$ cat src/hdl/arseq_pkg.sv
`default_nettype none
package arseq_pkg;
    // Time base
    localparam int CLK_HZ       = 25_000_000;
    localparam int TICK_MS      = 1;
    localparam int TICK_CYC     = CLK_HZ / 1000 * TICK_MS;
    localparam int TW           = 16;
    localparam logic [TW-1:0] T_INFINITE = 16'hffff;
    // Sequencing limits
    localparam int MAX_CYCLES   = 8;
    localparam int PARAM_SETS   = 4;
    localparam int NUM_SRC      = 8;
    localparam logic [3:0] MAX_CYC_W = 4'h8;
    localparam logic [3:0] LAST_SET  = 4'h4;
    // Register byte offsets
    localparam logic [7:0] OFS_CTRL      = 8'h00;
    localparam logic [7:0] OFS_RECLAIM   = 8'h04;
    localparam logic [7:0] OFS_BLOCK_MC  = 8'h08;
    localparam logic [7:0] OFS_READY_MON = 8'h0c;
    localparam logic [7:0] OFS_DEAD_EXT  = 8'h10;
    localparam logic [7:0] OFS_OPEN_MON  = 8'h14;
    localparam logic [7:0] OFS_REMOTE    = 8'h18;
    localparam logic [7:0] OFS_DEAD_3P   = 8'h1c;
    localparam logic [7:0] OFS_DEAD0     = 8'h20;
    localparam logic [7:0] OFS_STATUS    = 8'h30;
    localparam logic [7:0] OFS_STEP      = 8'h04;
    // Control fields
    localparam int CB_ON        = 0;
    localparam int CB_PRESENT   = 1;
    localparam int CB_RDY_CHK   = 2;
    localparam int CB_ADT       = 3;
    localparam int CB_EV_TRIP   = 4;
    localparam int CB_EV_3P     = 5;
    localparam int CB_F3P       = 6;
    localparam int CB_PAUX      = 7;
    localparam int CB_REM_ADT   = 8;
    localparam int CF_CYC_LO    = 12;
    localparam int CF_SRC_LO    = 16;
    // Reset values
    localparam logic [31:0]   CTRL_RST      = 32'h00ff_1002;
    localparam logic [TW-1:0] RECLAIM_RST   = 16'h0bb8;
    localparam logic [TW-1:0] BLOCK_MC_RST  = 16'h0000;
    localparam logic [TW-1:0] READY_MON_RST = 16'h0bb8;
    localparam logic [TW-1:0] OPEN_MON_RST  = 16'h01f4;
    localparam logic [TW-1:0] REMOTE_RST    = 16'h0000;
    localparam logic [TW-1:0] DEAD_RST      = 16'h01f4;
    // Synchronised input vector layout
    localparam int IN_PICKUP = 0;
    localparam int IN_1POLE  = 1;
    localparam int IN_READY  = 2;
    localparam int IN_OPEN   = 3;
    localparam int IN_MC     = 4;
    localparam int IN_BLOCK  = 5;
    localparam int IN_EXT    = 6;
    localparam int IN_POLE   = 7;
    localparam int IN_TRIP   = 10;
    localparam int IN_W      = 18;
    typedef enum logic [2:0] {
        ST_IDLE    = 3'b000,
        ST_DEAD    = 3'b001,
        ST_CLOSE   = 3'b011,
        ST_RECLAIM = 3'b010,
        ST_BLOCKED = 3'b110
    } arseq_state_t;
endpackage
`default_nettype wire

$ cat src/hdl/arseq_top.sv
// How it works
// - Function removed: no reclose outputs, inputs ignored, every fault trips three-pole.
// - At most eight reclose attempts per fault sequence, never more.
// - Cycles one to four own dead times; later cycles reuse the fourth.
// - Master on/off switch; when off no reclose command appears.
// - Optional check: breaker ready must be high at the first trip.
// - Ready monitor runs in dead time; expiry without readiness blocks.
// - Dead time extension waiting for readiness is capped unless set infinite.
// - Reclaim time resets sequencer; re-trip inside starts next cycle or fails.
// - Adaptive mode with zero reclaim time skips reclaim entirely.
// - Fault inside manual-close block time: no reclose, final three-pole trip.
// - Pickup criterion: any pickup during dead time is an evolving fault.
// - Trip criterion: only trips, external ones too, mark evolving faults.
// - Adaptive mode ignores evolving fault settings.
// - Reaction stop: evolving fault ends the sequence without reclose.
// - Reaction start-3p: evolving fault starts separate three-pole dead time.
// - Open monitor from each trip; breaker not open in time blocks.
// - Remote close sent after a delay, only when far end is adaptive.
// - Eight trip sources each enabled to start reclosure or not.
// - Phase aux contacts plus forced mode: two poles open forces three-pole.
// - Forced mode: block during single-pole dead time trips three poles.
//
// The implementer's own choices: the address map and the APB register port.
`timescale 1ns/100ps
`default_nettype none
module arseq_top #(
    parameter int TICK_CYCLES = arseq_pkg::TICK_CYC
) (
    input  wire logic                        ref_clk_in,
    input  wire logic                        rst_b_in,
    input  wire logic                        psel_in,
    input  wire logic                        penable_in,
    input  wire logic                        pwrite_in,
    input  wire logic [7:0]                  paddr_in,
    input  wire logic [31:0]                 pwdata_in,
    output logic      [31:0]                 prdata_out,
    output logic                             pready_out,
    output logic                             pslverr_out,
    input  wire logic [arseq_pkg::NUM_SRC-1:0] src_trip_in,
    input  wire logic                        pickup_in,
    input  wire logic                        single_pole_trip_in,
    input  wire logic                        breaker_ready_input_in,
    input  wire logic                        breaker_open_in,
    input  wire logic [2:0]                  pole_open_in,
    input  wire logic                        manual_close_in,
    input  wire logic                        block_in,
    input  wire logic                        ext_trip_in,
    output logic                             close_out,
    output logic                             remote_close_out,
    output logic                             block_out,
    output logic                             trip3p_out
);
    import arseq_pkg::*;

    typedef struct packed {
        arseq_state_t                 st;
        logic [IN_W-1:0]              s1;
        logic [IN_W-1:0]              s2;
        logic [IN_W-1:0]              s3;
        logic [IN_W-1:0]              f;
        logic [IN_W-1:0]              fp;
        logic [15:0]                  tick_cnt;
        logic                         tick;
        logic [31:0]                  ctrl;
        logic [TW-1:0]                t_reclaim;
        logic [TW-1:0]                manual_close_block_time;
        logic [TW-1:0]                t_ready_mon;
        logic [TW-1:0]                dead_time_extension_limit;
        logic [TW-1:0]                t_open_mon;
        logic [TW-1:0]                t_remote;
        logic [TW-1:0]                t_dead3p;
        logic [PARAM_SETS-1:0][TW-1:0] t_dead;
        logic [TW-1:0]                dead_tmr;
        logic [TW-1:0]                mon_tmr;
        logic [TW-1:0]                open_tmr;
        logic [TW-1:0]                ext_tmr;
        logic [TW-1:0]                rcl_tmr;
        logic [TW-1:0]                mc_tmr;
        logic [TW-1:0]                rem_tmr;
        logic                         rem_run;
        logic                         open_run;
        logic                         evolved;
        logic                         one_pole;
        logic [3:0]                   cycle;
        logic [3:0]                   closes;
        logic                         close;
        logic                         remote_close;
        logic                         blk;
        logic                         trip3p_hold;
        logic                         trip3p;
        logic [31:0]                  prdata;
        logic                         pslverr;
    } arseq_regs_t;

    arseq_regs_t r;
    arseq_regs_t n;

    function automatic logic [TW-1:0] tdec(input logic [TW-1:0] t,
                                           input logic          tk);
        return (tk && t != '0) ? t - TW'(1'b1) : t;
    endfunction

    function automatic logic [1:0] set_idx(input logic [3:0] c);
        return (c >= LAST_SET) ? 2'(PARAM_SETS - 1) : 2'(c - 4'h1);
    endfunction

    logic [IN_W-1:0] raw;
    logic            present;
    logic            on_sw;
    logic            adaptive_dead_time_mode;
    logic            f3p;
    logic [3:0]      maxc;
    logic            any_trip;
    logic            start_lvl;
    logic            start_edge;
    logic            evolving;
    logic            two_poles;
    logic            go_block;
    logic            enter_dead;
    logic [3:0]      nc;
    logic            apb_acc;
    logic            mapped;

    assign raw = {src_trip_in, pole_open_in, ext_trip_in, block_in,
                  manual_close_in, breaker_open_in, breaker_ready_input_in,
                  single_pole_trip_in, pickup_in};
    assign pready_out       = 1'b1;
    assign prdata_out       = r.prdata;
    assign pslverr_out      = r.pslverr;
    assign close_out        = r.close;
    assign remote_close_out = r.remote_close;
    assign block_out        = r.blk;
    assign trip3p_out       = r.trip3p;

    always_comb begin
        n = r;
        n.close        = 1'b0;
        n.remote_close = 1'b0;
        n.blk          = 1'b0;
        go_block       = 1'b0;
        enter_dead     = 1'b0;
        nc             = r.cycle;

        // Three-stage input synchroniser with agreement filter
        n.s1 = raw;
        n.s2 = r.s1;
        n.s3 = r.s2;
        n.f  = (r.s2 & r.s3) | (r.f & (r.s2 ^ r.s3));
        n.fp = r.f;

        // Millisecond tick
        n.tick = 1'b0;
        if (r.tick_cnt == 16'(TICK_CYCLES - 1)) begin
            n.tick_cnt = '0;
            n.tick     = 1'b1;
        end else begin
            n.tick_cnt = r.tick_cnt + 16'h0001;
        end

        // APB slave, zero wait states
        apb_acc = psel_in && penable_in;
        mapped  = 1'b1;
        n.prdata  = '0;
        unique case (paddr_in)
            OFS_CTRL:      n.prdata = r.ctrl;
            OFS_RECLAIM:   n.prdata = {16'h0000, r.t_reclaim};
            OFS_BLOCK_MC:  n.prdata = {16'h0000, r.manual_close_block_time};
            OFS_READY_MON: n.prdata = {16'h0000, r.t_ready_mon};
            OFS_DEAD_EXT:  n.prdata = {16'h0000, r.dead_time_extension_limit};
            OFS_OPEN_MON:  n.prdata = {16'h0000, r.t_open_mon};
            OFS_REMOTE:    n.prdata = {16'h0000, r.t_remote};
            OFS_DEAD_3P:   n.prdata = {16'h0000, r.t_dead3p};
            OFS_STATUS:    n.prdata = {16'h0000, r.closes, r.cycle,
                                       r.trip3p, r.evolved, r.one_pole,
                                       r.open_run, 1'b0, r.st};
            default: begin
                mapped = 1'b0;
                for (int i = 0; i < PARAM_SETS; i++) begin
                    if (paddr_in == OFS_DEAD0 + 8'(i) * OFS_STEP) begin
                        mapped   = 1'b1;
                        n.prdata = {16'h0000, r.t_dead[i]};
                    end
                end
            end
        endcase
        if (!(psel_in && !penable_in)) begin
            n.prdata = r.prdata;
        end
        n.pslverr = psel_in && !mapped;
        if (apb_acc && pwrite_in && mapped) begin
            unique case (paddr_in)
                OFS_CTRL:      n.ctrl        = pwdata_in;
                OFS_RECLAIM:   n.t_reclaim   = pwdata_in[TW-1:0];
                OFS_BLOCK_MC:  n.manual_close_block_time  = pwdata_in[TW-1:0];
                OFS_READY_MON: n.t_ready_mon = pwdata_in[TW-1:0];
                OFS_DEAD_EXT:  n.dead_time_extension_limit  = pwdata_in[TW-1:0];
                OFS_OPEN_MON:  n.t_open_mon  = pwdata_in[TW-1:0];
                OFS_REMOTE:    n.t_remote    = pwdata_in[TW-1:0];
                OFS_DEAD_3P:   n.t_dead3p    = pwdata_in[TW-1:0];
                default: begin
                    for (int i = 0; i < PARAM_SETS; i++) begin
                        if (paddr_in == OFS_DEAD0 + 8'(i) * OFS_STEP) begin
                            n.t_dead[i] = pwdata_in[TW-1:0];
                        end
                    end
                end
            endcase
        end

        // Settings and decoded events
        present = r.ctrl[CB_PRESENT];
        on_sw   = r.ctrl[CB_ON];
        adaptive_dead_time_mode     = r.ctrl[CB_ADT];
        f3p     = r.ctrl[CB_F3P];
        maxc = (r.ctrl[CF_CYC_LO+:4] > MAX_CYC_W) ? MAX_CYC_W
                                                  : r.ctrl[CF_CYC_LO+:4];
        any_trip = (|r.f[IN_TRIP+:NUM_SRC]) || r.f[IN_EXT];
        start_lvl  = |(r.f[IN_TRIP+:NUM_SRC] & r.ctrl[CF_SRC_LO+:NUM_SRC]);
        start_edge = |(r.f[IN_TRIP+:NUM_SRC] & ~r.fp[IN_TRIP+:NUM_SRC]
                       & r.ctrl[CF_SRC_LO+:NUM_SRC]);
        evolving = !adaptive_dead_time_mode && (r.ctrl[CB_EV_TRIP]
            ? ((|(r.f[IN_TRIP+:NUM_SRC] & ~r.fp[IN_TRIP+:NUM_SRC]))
               || (r.f[IN_EXT] && !r.fp[IN_EXT]))
            : (r.f[IN_PICKUP] && !r.fp[IN_PICKUP]));
        two_poles = (r.f[IN_POLE] && r.f[IN_POLE+1])
                 || (r.f[IN_POLE] && r.f[IN_POLE+2])
                 || (r.f[IN_POLE+1] && r.f[IN_POLE+2]);

        // Timers
        n.rcl_tmr  = tdec(r.rcl_tmr, r.tick);
        n.rem_tmr  = tdec(r.rem_tmr, r.tick);
        n.open_tmr = tdec(r.open_tmr, r.tick);
        n.mc_tmr   = tdec(r.mc_tmr, r.tick);
        if (r.f[IN_MC] && !r.fp[IN_MC]) begin
            n.mc_tmr = r.manual_close_block_time;
        end

        if (r.open_run) begin
            if (r.f[IN_OPEN] || !any_trip) begin
                n.open_run = 1'b0;
            end else if (r.open_tmr == '0) begin
                go_block = 1'b1;
            end
        end

        if (r.rem_run && r.rem_tmr == '0) begin
            n.rem_run      = 1'b0;
            n.remote_close = 1'b1;
        end

        unique case (r.st)
            ST_IDLE: begin
                n.cycle  = '0;
                n.closes = '0;
                if (start_lvl && !r.f[IN_BLOCK] && maxc != '0) begin
                    if (r.mc_tmr != '0) begin
                        go_block      = 1'b1;
                        n.trip3p_hold = 1'b1;
                    end else if (r.ctrl[CB_RDY_CHK] && !r.f[IN_READY]) begin
                        // breaker not ready at first trip
                        go_block = 1'b1;
                    end else begin
                        enter_dead = 1'b1;
                        nc         = 4'h1;
                    end
                end
            end
            ST_DEAD: begin
                n.dead_tmr = tdec(r.dead_tmr, r.tick);
                if (r.f[IN_READY]) begin
                    n.mon_tmr = r.t_ready_mon;
                end else begin
                    n.mon_tmr = tdec(r.mon_tmr, r.tick);
                    if (r.mon_tmr == '0) begin
                        go_block = 1'b1;
                    end
                end
                if (r.f[IN_BLOCK]) begin
                    go_block = 1'b1;
                end
                if (evolving && !r.evolved) begin
                    if (!r.ctrl[CB_EV_3P]) begin
                        go_block = 1'b1;
                    end else begin
                        n.evolved  = 1'b1;
                        n.one_pole = 1'b0;
                        n.dead_tmr = r.t_dead3p;
                        n.open_run = 1'b1;
                        n.open_tmr = r.t_open_mon;
                    end
                end else if (r.dead_tmr == '0) begin
                    if (r.f[IN_READY]) begin
                        n.st = ST_CLOSE;
                    end else begin
                        n.ext_tmr = tdec(r.ext_tmr, r.tick);
                        if (r.dead_time_extension_limit != T_INFINITE && r.ext_tmr == '0) begin
                            go_block = 1'b1;
                        end
                    end
                end
            end
            ST_CLOSE: begin
                n.close  = 1'b1;
                n.closes = r.closes + 4'h1;
                if (r.ctrl[CB_REM_ADT]) begin
                    n.rem_run = 1'b1;
                    n.rem_tmr = r.t_remote;
                end
                if (adaptive_dead_time_mode && r.t_reclaim == '0) begin
                    n.st = ST_IDLE;
                end else begin
                    n.st      = ST_RECLAIM;
                    n.rcl_tmr = r.t_reclaim;
                end
            end
            ST_RECLAIM: begin
                if (start_edge) begin
                    if (r.cycle < maxc) begin
                        enter_dead = 1'b1;
                        nc         = r.cycle + 4'h1;
                    end else begin
                        go_block      = 1'b1;
                        n.trip3p_hold = 1'b1;
                    end
                end else if (r.f[IN_BLOCK]) begin
                    go_block = 1'b1;
                end else if (r.rcl_tmr == '0) begin
                    n.st = ST_IDLE;
                end
            end
            ST_BLOCKED: begin
                if (!any_trip && !r.f[IN_PICKUP]) begin
                    n.st          = ST_IDLE;
                    n.trip3p_hold = 1'b0;
                end
            end
        endcase

        if (enter_dead && !go_block) begin
            n.st       = ST_DEAD;
            n.cycle    = nc;
            n.dead_tmr = r.t_dead[set_idx(nc)];
            n.mon_tmr  = r.t_ready_mon;
            n.ext_tmr  = r.dead_time_extension_limit;
            n.open_run = 1'b1;
            n.open_tmr = r.t_open_mon;
            n.evolved  = 1'b0;
            n.one_pole = r.f[IN_1POLE];
        end

        if (go_block && r.st != ST_BLOCKED) begin
            n.st       = ST_BLOCKED;
            n.blk      = 1'b1;
            n.rem_run  = 1'b0;
            n.open_run = 1'b0;
            if (f3p && r.one_pole && r.st == ST_DEAD) begin
                n.trip3p_hold = 1'b1;
            end
        end

        if (!on_sw) begin
            n.st           = ST_IDLE;
            n.close        = 1'b0;
            n.remote_close = 1'b0;
            n.rem_run      = 1'b0;
            n.open_run     = 1'b0;
            n.blk          = 1'b0;
            n.trip3p_hold  = 1'b0;
        end
        // forced coupling on two open poles
        n.trip3p = n.trip3p_hold || (f3p && r.ctrl[CB_PAUX] && two_poles);
        if (!present) begin
            n.st           = ST_IDLE;
            n.close        = 1'b0;
            n.remote_close = 1'b0;
            n.rem_run      = 1'b0;
            n.open_run     = 1'b0;
            n.blk          = 1'b0;
            n.trip3p_hold  = 1'b0;
            n.trip3p       = any_trip;
        end
    end

    always_ff @(posedge ref_clk_in or negedge rst_b_in) begin
        if (!rst_b_in) begin
            r             <= '0;
            r.st          <= ST_IDLE;
            r.ctrl        <= CTRL_RST;
            r.t_reclaim   <= RECLAIM_RST;
            r.manual_close_block_time  <= BLOCK_MC_RST;
            r.t_ready_mon <= READY_MON_RST;
            r.dead_time_extension_limit  <= T_INFINITE;
            r.t_open_mon  <= OPEN_MON_RST;
            r.t_remote    <= REMOTE_RST;
            r.t_dead3p    <= DEAD_RST;
            r.t_dead      <= {PARAM_SETS{DEAD_RST}};
        end else begin
            r <= n;
        end
    end
endmodule
`default_nettype wire

$ cat config.mk
export PLATFORM = sky130hd
export DESIGN_NAME = arseq_top
export DESIGN_NICKNAME = d
export VERILOG_FILES = /design/src/hdl/arseq_pkg.sv /design/src/hdl/arseq_top.sv
export SDC_FILE = /design/constraint.sdc
export NUM_CORES = 1
export LEC_CHECK = 0
export ABC_AREA = 1
export BUFFER_PORTS_ARGS = -buffer_cell sky130_fd_sc_hd__buf_2
export CORE_MARGIN = 2
export CORE_UTILIZATION = 40
export CTS_BUF_LIST = sky130_fd_sc_hd__clkbuf_8
export DETAILED_ROUTE_END_ITERATION = 10
export PLACE_DENSITY_LB_ADDON = 0.15
export SYNTH_ARGS = -nofsm -noshare
export SYNTH_HDL_FRONTEND = slang
export SYNTH_SLANG_ARGS = --single-unit
$ cat constraint.sdc
create_clock -name ref_clk_in -period 4.4 [get_ports ref_clk_in]
set_input_delay 0.44 -clock ref_clk_in [delete_from_list [all_inputs] [get_ports ref_clk_in]]
set_output_delay 0.44 -clock ref_clk_in [all_outputs]
set_load 0.02 [all_outputs]
==> metrics.yaml <==
setup_path:
  worstSetupEndpointType: "flop"
  crit_top_cell: "nand2_1"
  cp.arrival_ns: 3.98
  worst-path-max-fanout: 33
  path_class: "flop to flop"
  critPathBufInv: 3
  start_kind: "flop"
  crit_family: "simple AND/OR/NAND/NOR gates"
  r2r_start: "r[45]$_DFFE_PN0P_"
  cp_slowest_cell: "dfrtp_1"
  cp-startpoint: "r[45]$_DFFE_PN0P_"
  path_cells: "ha_1 > a21oi_1 > nand2_1 > inv_1 > nand3_1 > nand2_1 > nand2_1 > nand2_2 > buf_4 > nand3_1 > buf_4 > nand2_1 > nand3_1 > nand2_1 > nand2_1 > nand2_1"
  max_stage_delay_ns: 0.45
  worstPathRequired_ns: 5.00
yosys:
  syn_avg_cell_area_um2: 8.16
  async_reset_ff_frac: 1.00
  synth_nets: 3014
  yosysTopAreaCell: "dfrtp_1"
  synth_top_cell_area_share: 0.417
  synth_seq_cells: 473
  synth_top_family_by_area: "simple AND/OR/NAND/NOR gates"
  synth_edf_count: 0
  postSynthCellCount: 2918
  synth_seq_area_share: 0.501
  yosysWarnings: 0
  synth_compound_area_frac: 0.139
  synth_xor_area_frac: 0.0280
  yosys-mux-area-fraction: 0.000420
  yosys.area_share.simple: 0.226
  synthDistinctLibCells: 54
  synth_fa_ha_area_frac: 0.0178
  synth.area.top_cells: "dfrtp_1, nand2_1, dfstp_2"
  yosysMostFrequentCell: "nand2_1"
  synth_commonest_cells: "nand2_1, dfrtp_1, inv_1"
  synthFlopType: "dfrtp_1"
  synth_area_um2: 23800
die:
  core.rowCount: 89
  num_io_pins: 101
  coreArea_um2: 58900
  die_y_um: 248
  dieArea_um2: 61500
  initial_core_util: 0.404
  dieWidth_um: 248
finish:
  layoutNonFillerInstCount: 3888
  largest_reg_flops: 378
  seq_area_um2: 11900
  drive_above_1_share: 0.125
  fin_util: 0.462
  largest_register: "r"
  syn_to_final_growth_pct: 14.3
  nNetsFinal: 3137
  fill_cells: 5839
  multi_input_area_um2: 9810
power:
  combinationalPowerShare: 0.053
  p_clk_frac: 0.471
  sequentialPowerShare: 0.477
  powerDensity_nw_per_um2: 348
  power_leakage_nw: 13.3
  peakVddDrop_uv: 218
  p_int_mw: 7.13
  netSwitchingFraction: 0.247
  switching_power_mw: 2.33
  finalPower_mw: 9.47
detailed_routing:
  drc: 0
  wl_per_cell_um: 21.3
  ant_nets: 0
  vias: 21000
  dr.pass1.iters: 5
  avgViaCountPerCell: 5.41
  drt_iter0_markers: 1908
  drt_wl_total_um: 82900
place:
  port_buffers: 99
  place_congestion: 0.963
  dp.cells: 3677
  dp_hpwl_um: 58700
hold_path:
  hp-class: "input pin to flop"
  min_from: "pwdata_in[10]"
clock_network:
  cts_resized: 0
  clk_latency_ns: 0.68
  postCtsHoldBufs: 49
  clockBufferDepth: 3
  root_buffer: "clkbuf_8"
  cts_buffers: 86
  clock_sinks: 473
  h-tree-depth: 3
  path_clk_slew_ns: 0.06
  cts_tree: "yes"
  postCtsSetupBuffers: 0
global_routing:
  grt_max_degree: 110
  grt_usage: 0.274
  gr-total-overflow: 0
  antenna_found_initial: 6
  grt_pass1_vias: 20800
  grt_pass1_wl_um: 126000
timing:
  setup_tns_ns: 0
  drv_slew: 0
  fin_crit_sh: 0.769
  setup_viol: 0
  grt_setup_unrepaired: "no"
  period_minus_slack_ns: 3.38
  fmax_ghz: 0.296
  slew_headroom: 0.240
  worst_pin_slew_ns: 1.14
  fin_skew_ns: 0.0298
  finalHoldViolCount: 0
run_status:
  outcome: "complete, no violations"
run:
  maxCapViolCount: 0
logic make-up after synthesis:
group / after synthesis
mux: 1
xor+xnor: 76
flops: 473
fa+ha+maj: 34
other cells: 1
compound gates: 574
buf+inv: 501
simple gates: 1258
stage by stage:
step	worst slack, ns	hold slack (ns)	instance area (um2)
floorplan	2.16	0.144	23800
global placement	1.04	0.333	24900
detailed placement	1.00	0.336	24900
CTS	1.08	0.00226	27200
global route	0.800	0.0284	27200
finish	1.02	0.0735	27200
layer usage:
| metal | part of all wire | wire length, um | up-vias | global-route usage |
|---|---|---|---|---|
| li1 | - | - | 9861 | - |
| met4 | 0.043 | 3560 | 0 | 0.119 |
| met3 | 0.060 | 5010 | 167 | 0.0393 |
| met5 | 0 | 0 | - | 0 |
| met1 | 0.44 | 36100 | 10300 | 0.375 |
| met2 | 0.46 | 38200 | 737 | 0.435 |
layout make-up:
cell class	instances	share of cell area
well taps	773	0.0355
inverters	352	0.0485
flip-flops and latches	473	0.438
multi-input cells	1944	0.361
clock buffers	110	0.0556
clock inverters	50	0.0129
repair buffers	184	0.0484
diodes	2	0.000184
final timing paths:
check | end | slack [ns] | depth (start not counted)
setup reg to reg | r[147]$_DFFE_PN0P_ | 1.02 | 16
max in group asynchronous | r[294]$_DFFE_PN1P_ | 2.79 | 3
setup / recovery | r[147]$_DFFE_PN0P_ | 1.02 | 16
hold / removal | r[172]$_DFFE_PN0P_ | 0.07 | 3
hold reg to reg | n[440]$_DFF_PN0_ | 0.33 | 0
min in group asynchronous | r[91]$_DFF_PN0_ | 0.41 | 2
worst reg2reg max path, cell delays in order, from the launching register on:
cell and delay [ns]:
dfrtp_1 0.45, ha_1 0.34, a21oi_1 0.26, nand2_1 0.21, inv_1 0.20, nand3_1 0.16
nand2_1 0.10, nand2_1 0.06, nand2_2 0.11, buf_4 0.41, nand3_1 0.14, buf_4 0.28
nand2_1 0.15, nand3_1 0.06, nand2_1 0.12, nand2_1 0.15, nand2_1 0.12
layout by cell type, fill, tap and decap left out, types with 17 or more instances in the layout:
cell type / Yosys / final
nand2_1: 688 / 688
dfrtp_1: 397 / 397
inv_1: 337 / 370
o21ai_0: 240 / 240
nor2_1: 224 / 222
nand3_1: 186 / 186
o21ai_1: 116 / 116
clkbuf_8: 0 / 110
buf_2: 43 / 98
dfstp_2: 76 / 76
xor2_1: 59 / 59
a21oi_1: 53 / 53
dlygate4sd3_1: 0 / 49
nor3_1: 48 / 48
nand4_1: 45 / 45
o22ai_1: 34 / 34
ha_1: 33 / 33
buf_4: 36 / 32
a221oi_1: 29 / 29
o211ai_1: 23 / 23
nor4_1: 19 / 19
a21o_1: 18 / 18
xnor2_1: 17 / 17
power groups by stage:
stage	Sequential, mW	Clock (mW)	Combinational [mW]
2_1_floorplan	4.56	0	0.223
3_3_place_gp	4.58	0	0.464
3_5_place_dp	4.59	0	0.467
4_1_cts	4.51	4.58	0.502
5_1_grt	4.52	4.76	0.551
6_report	4.51	4.45	0.499
Power figures use the tool's default switching activity.
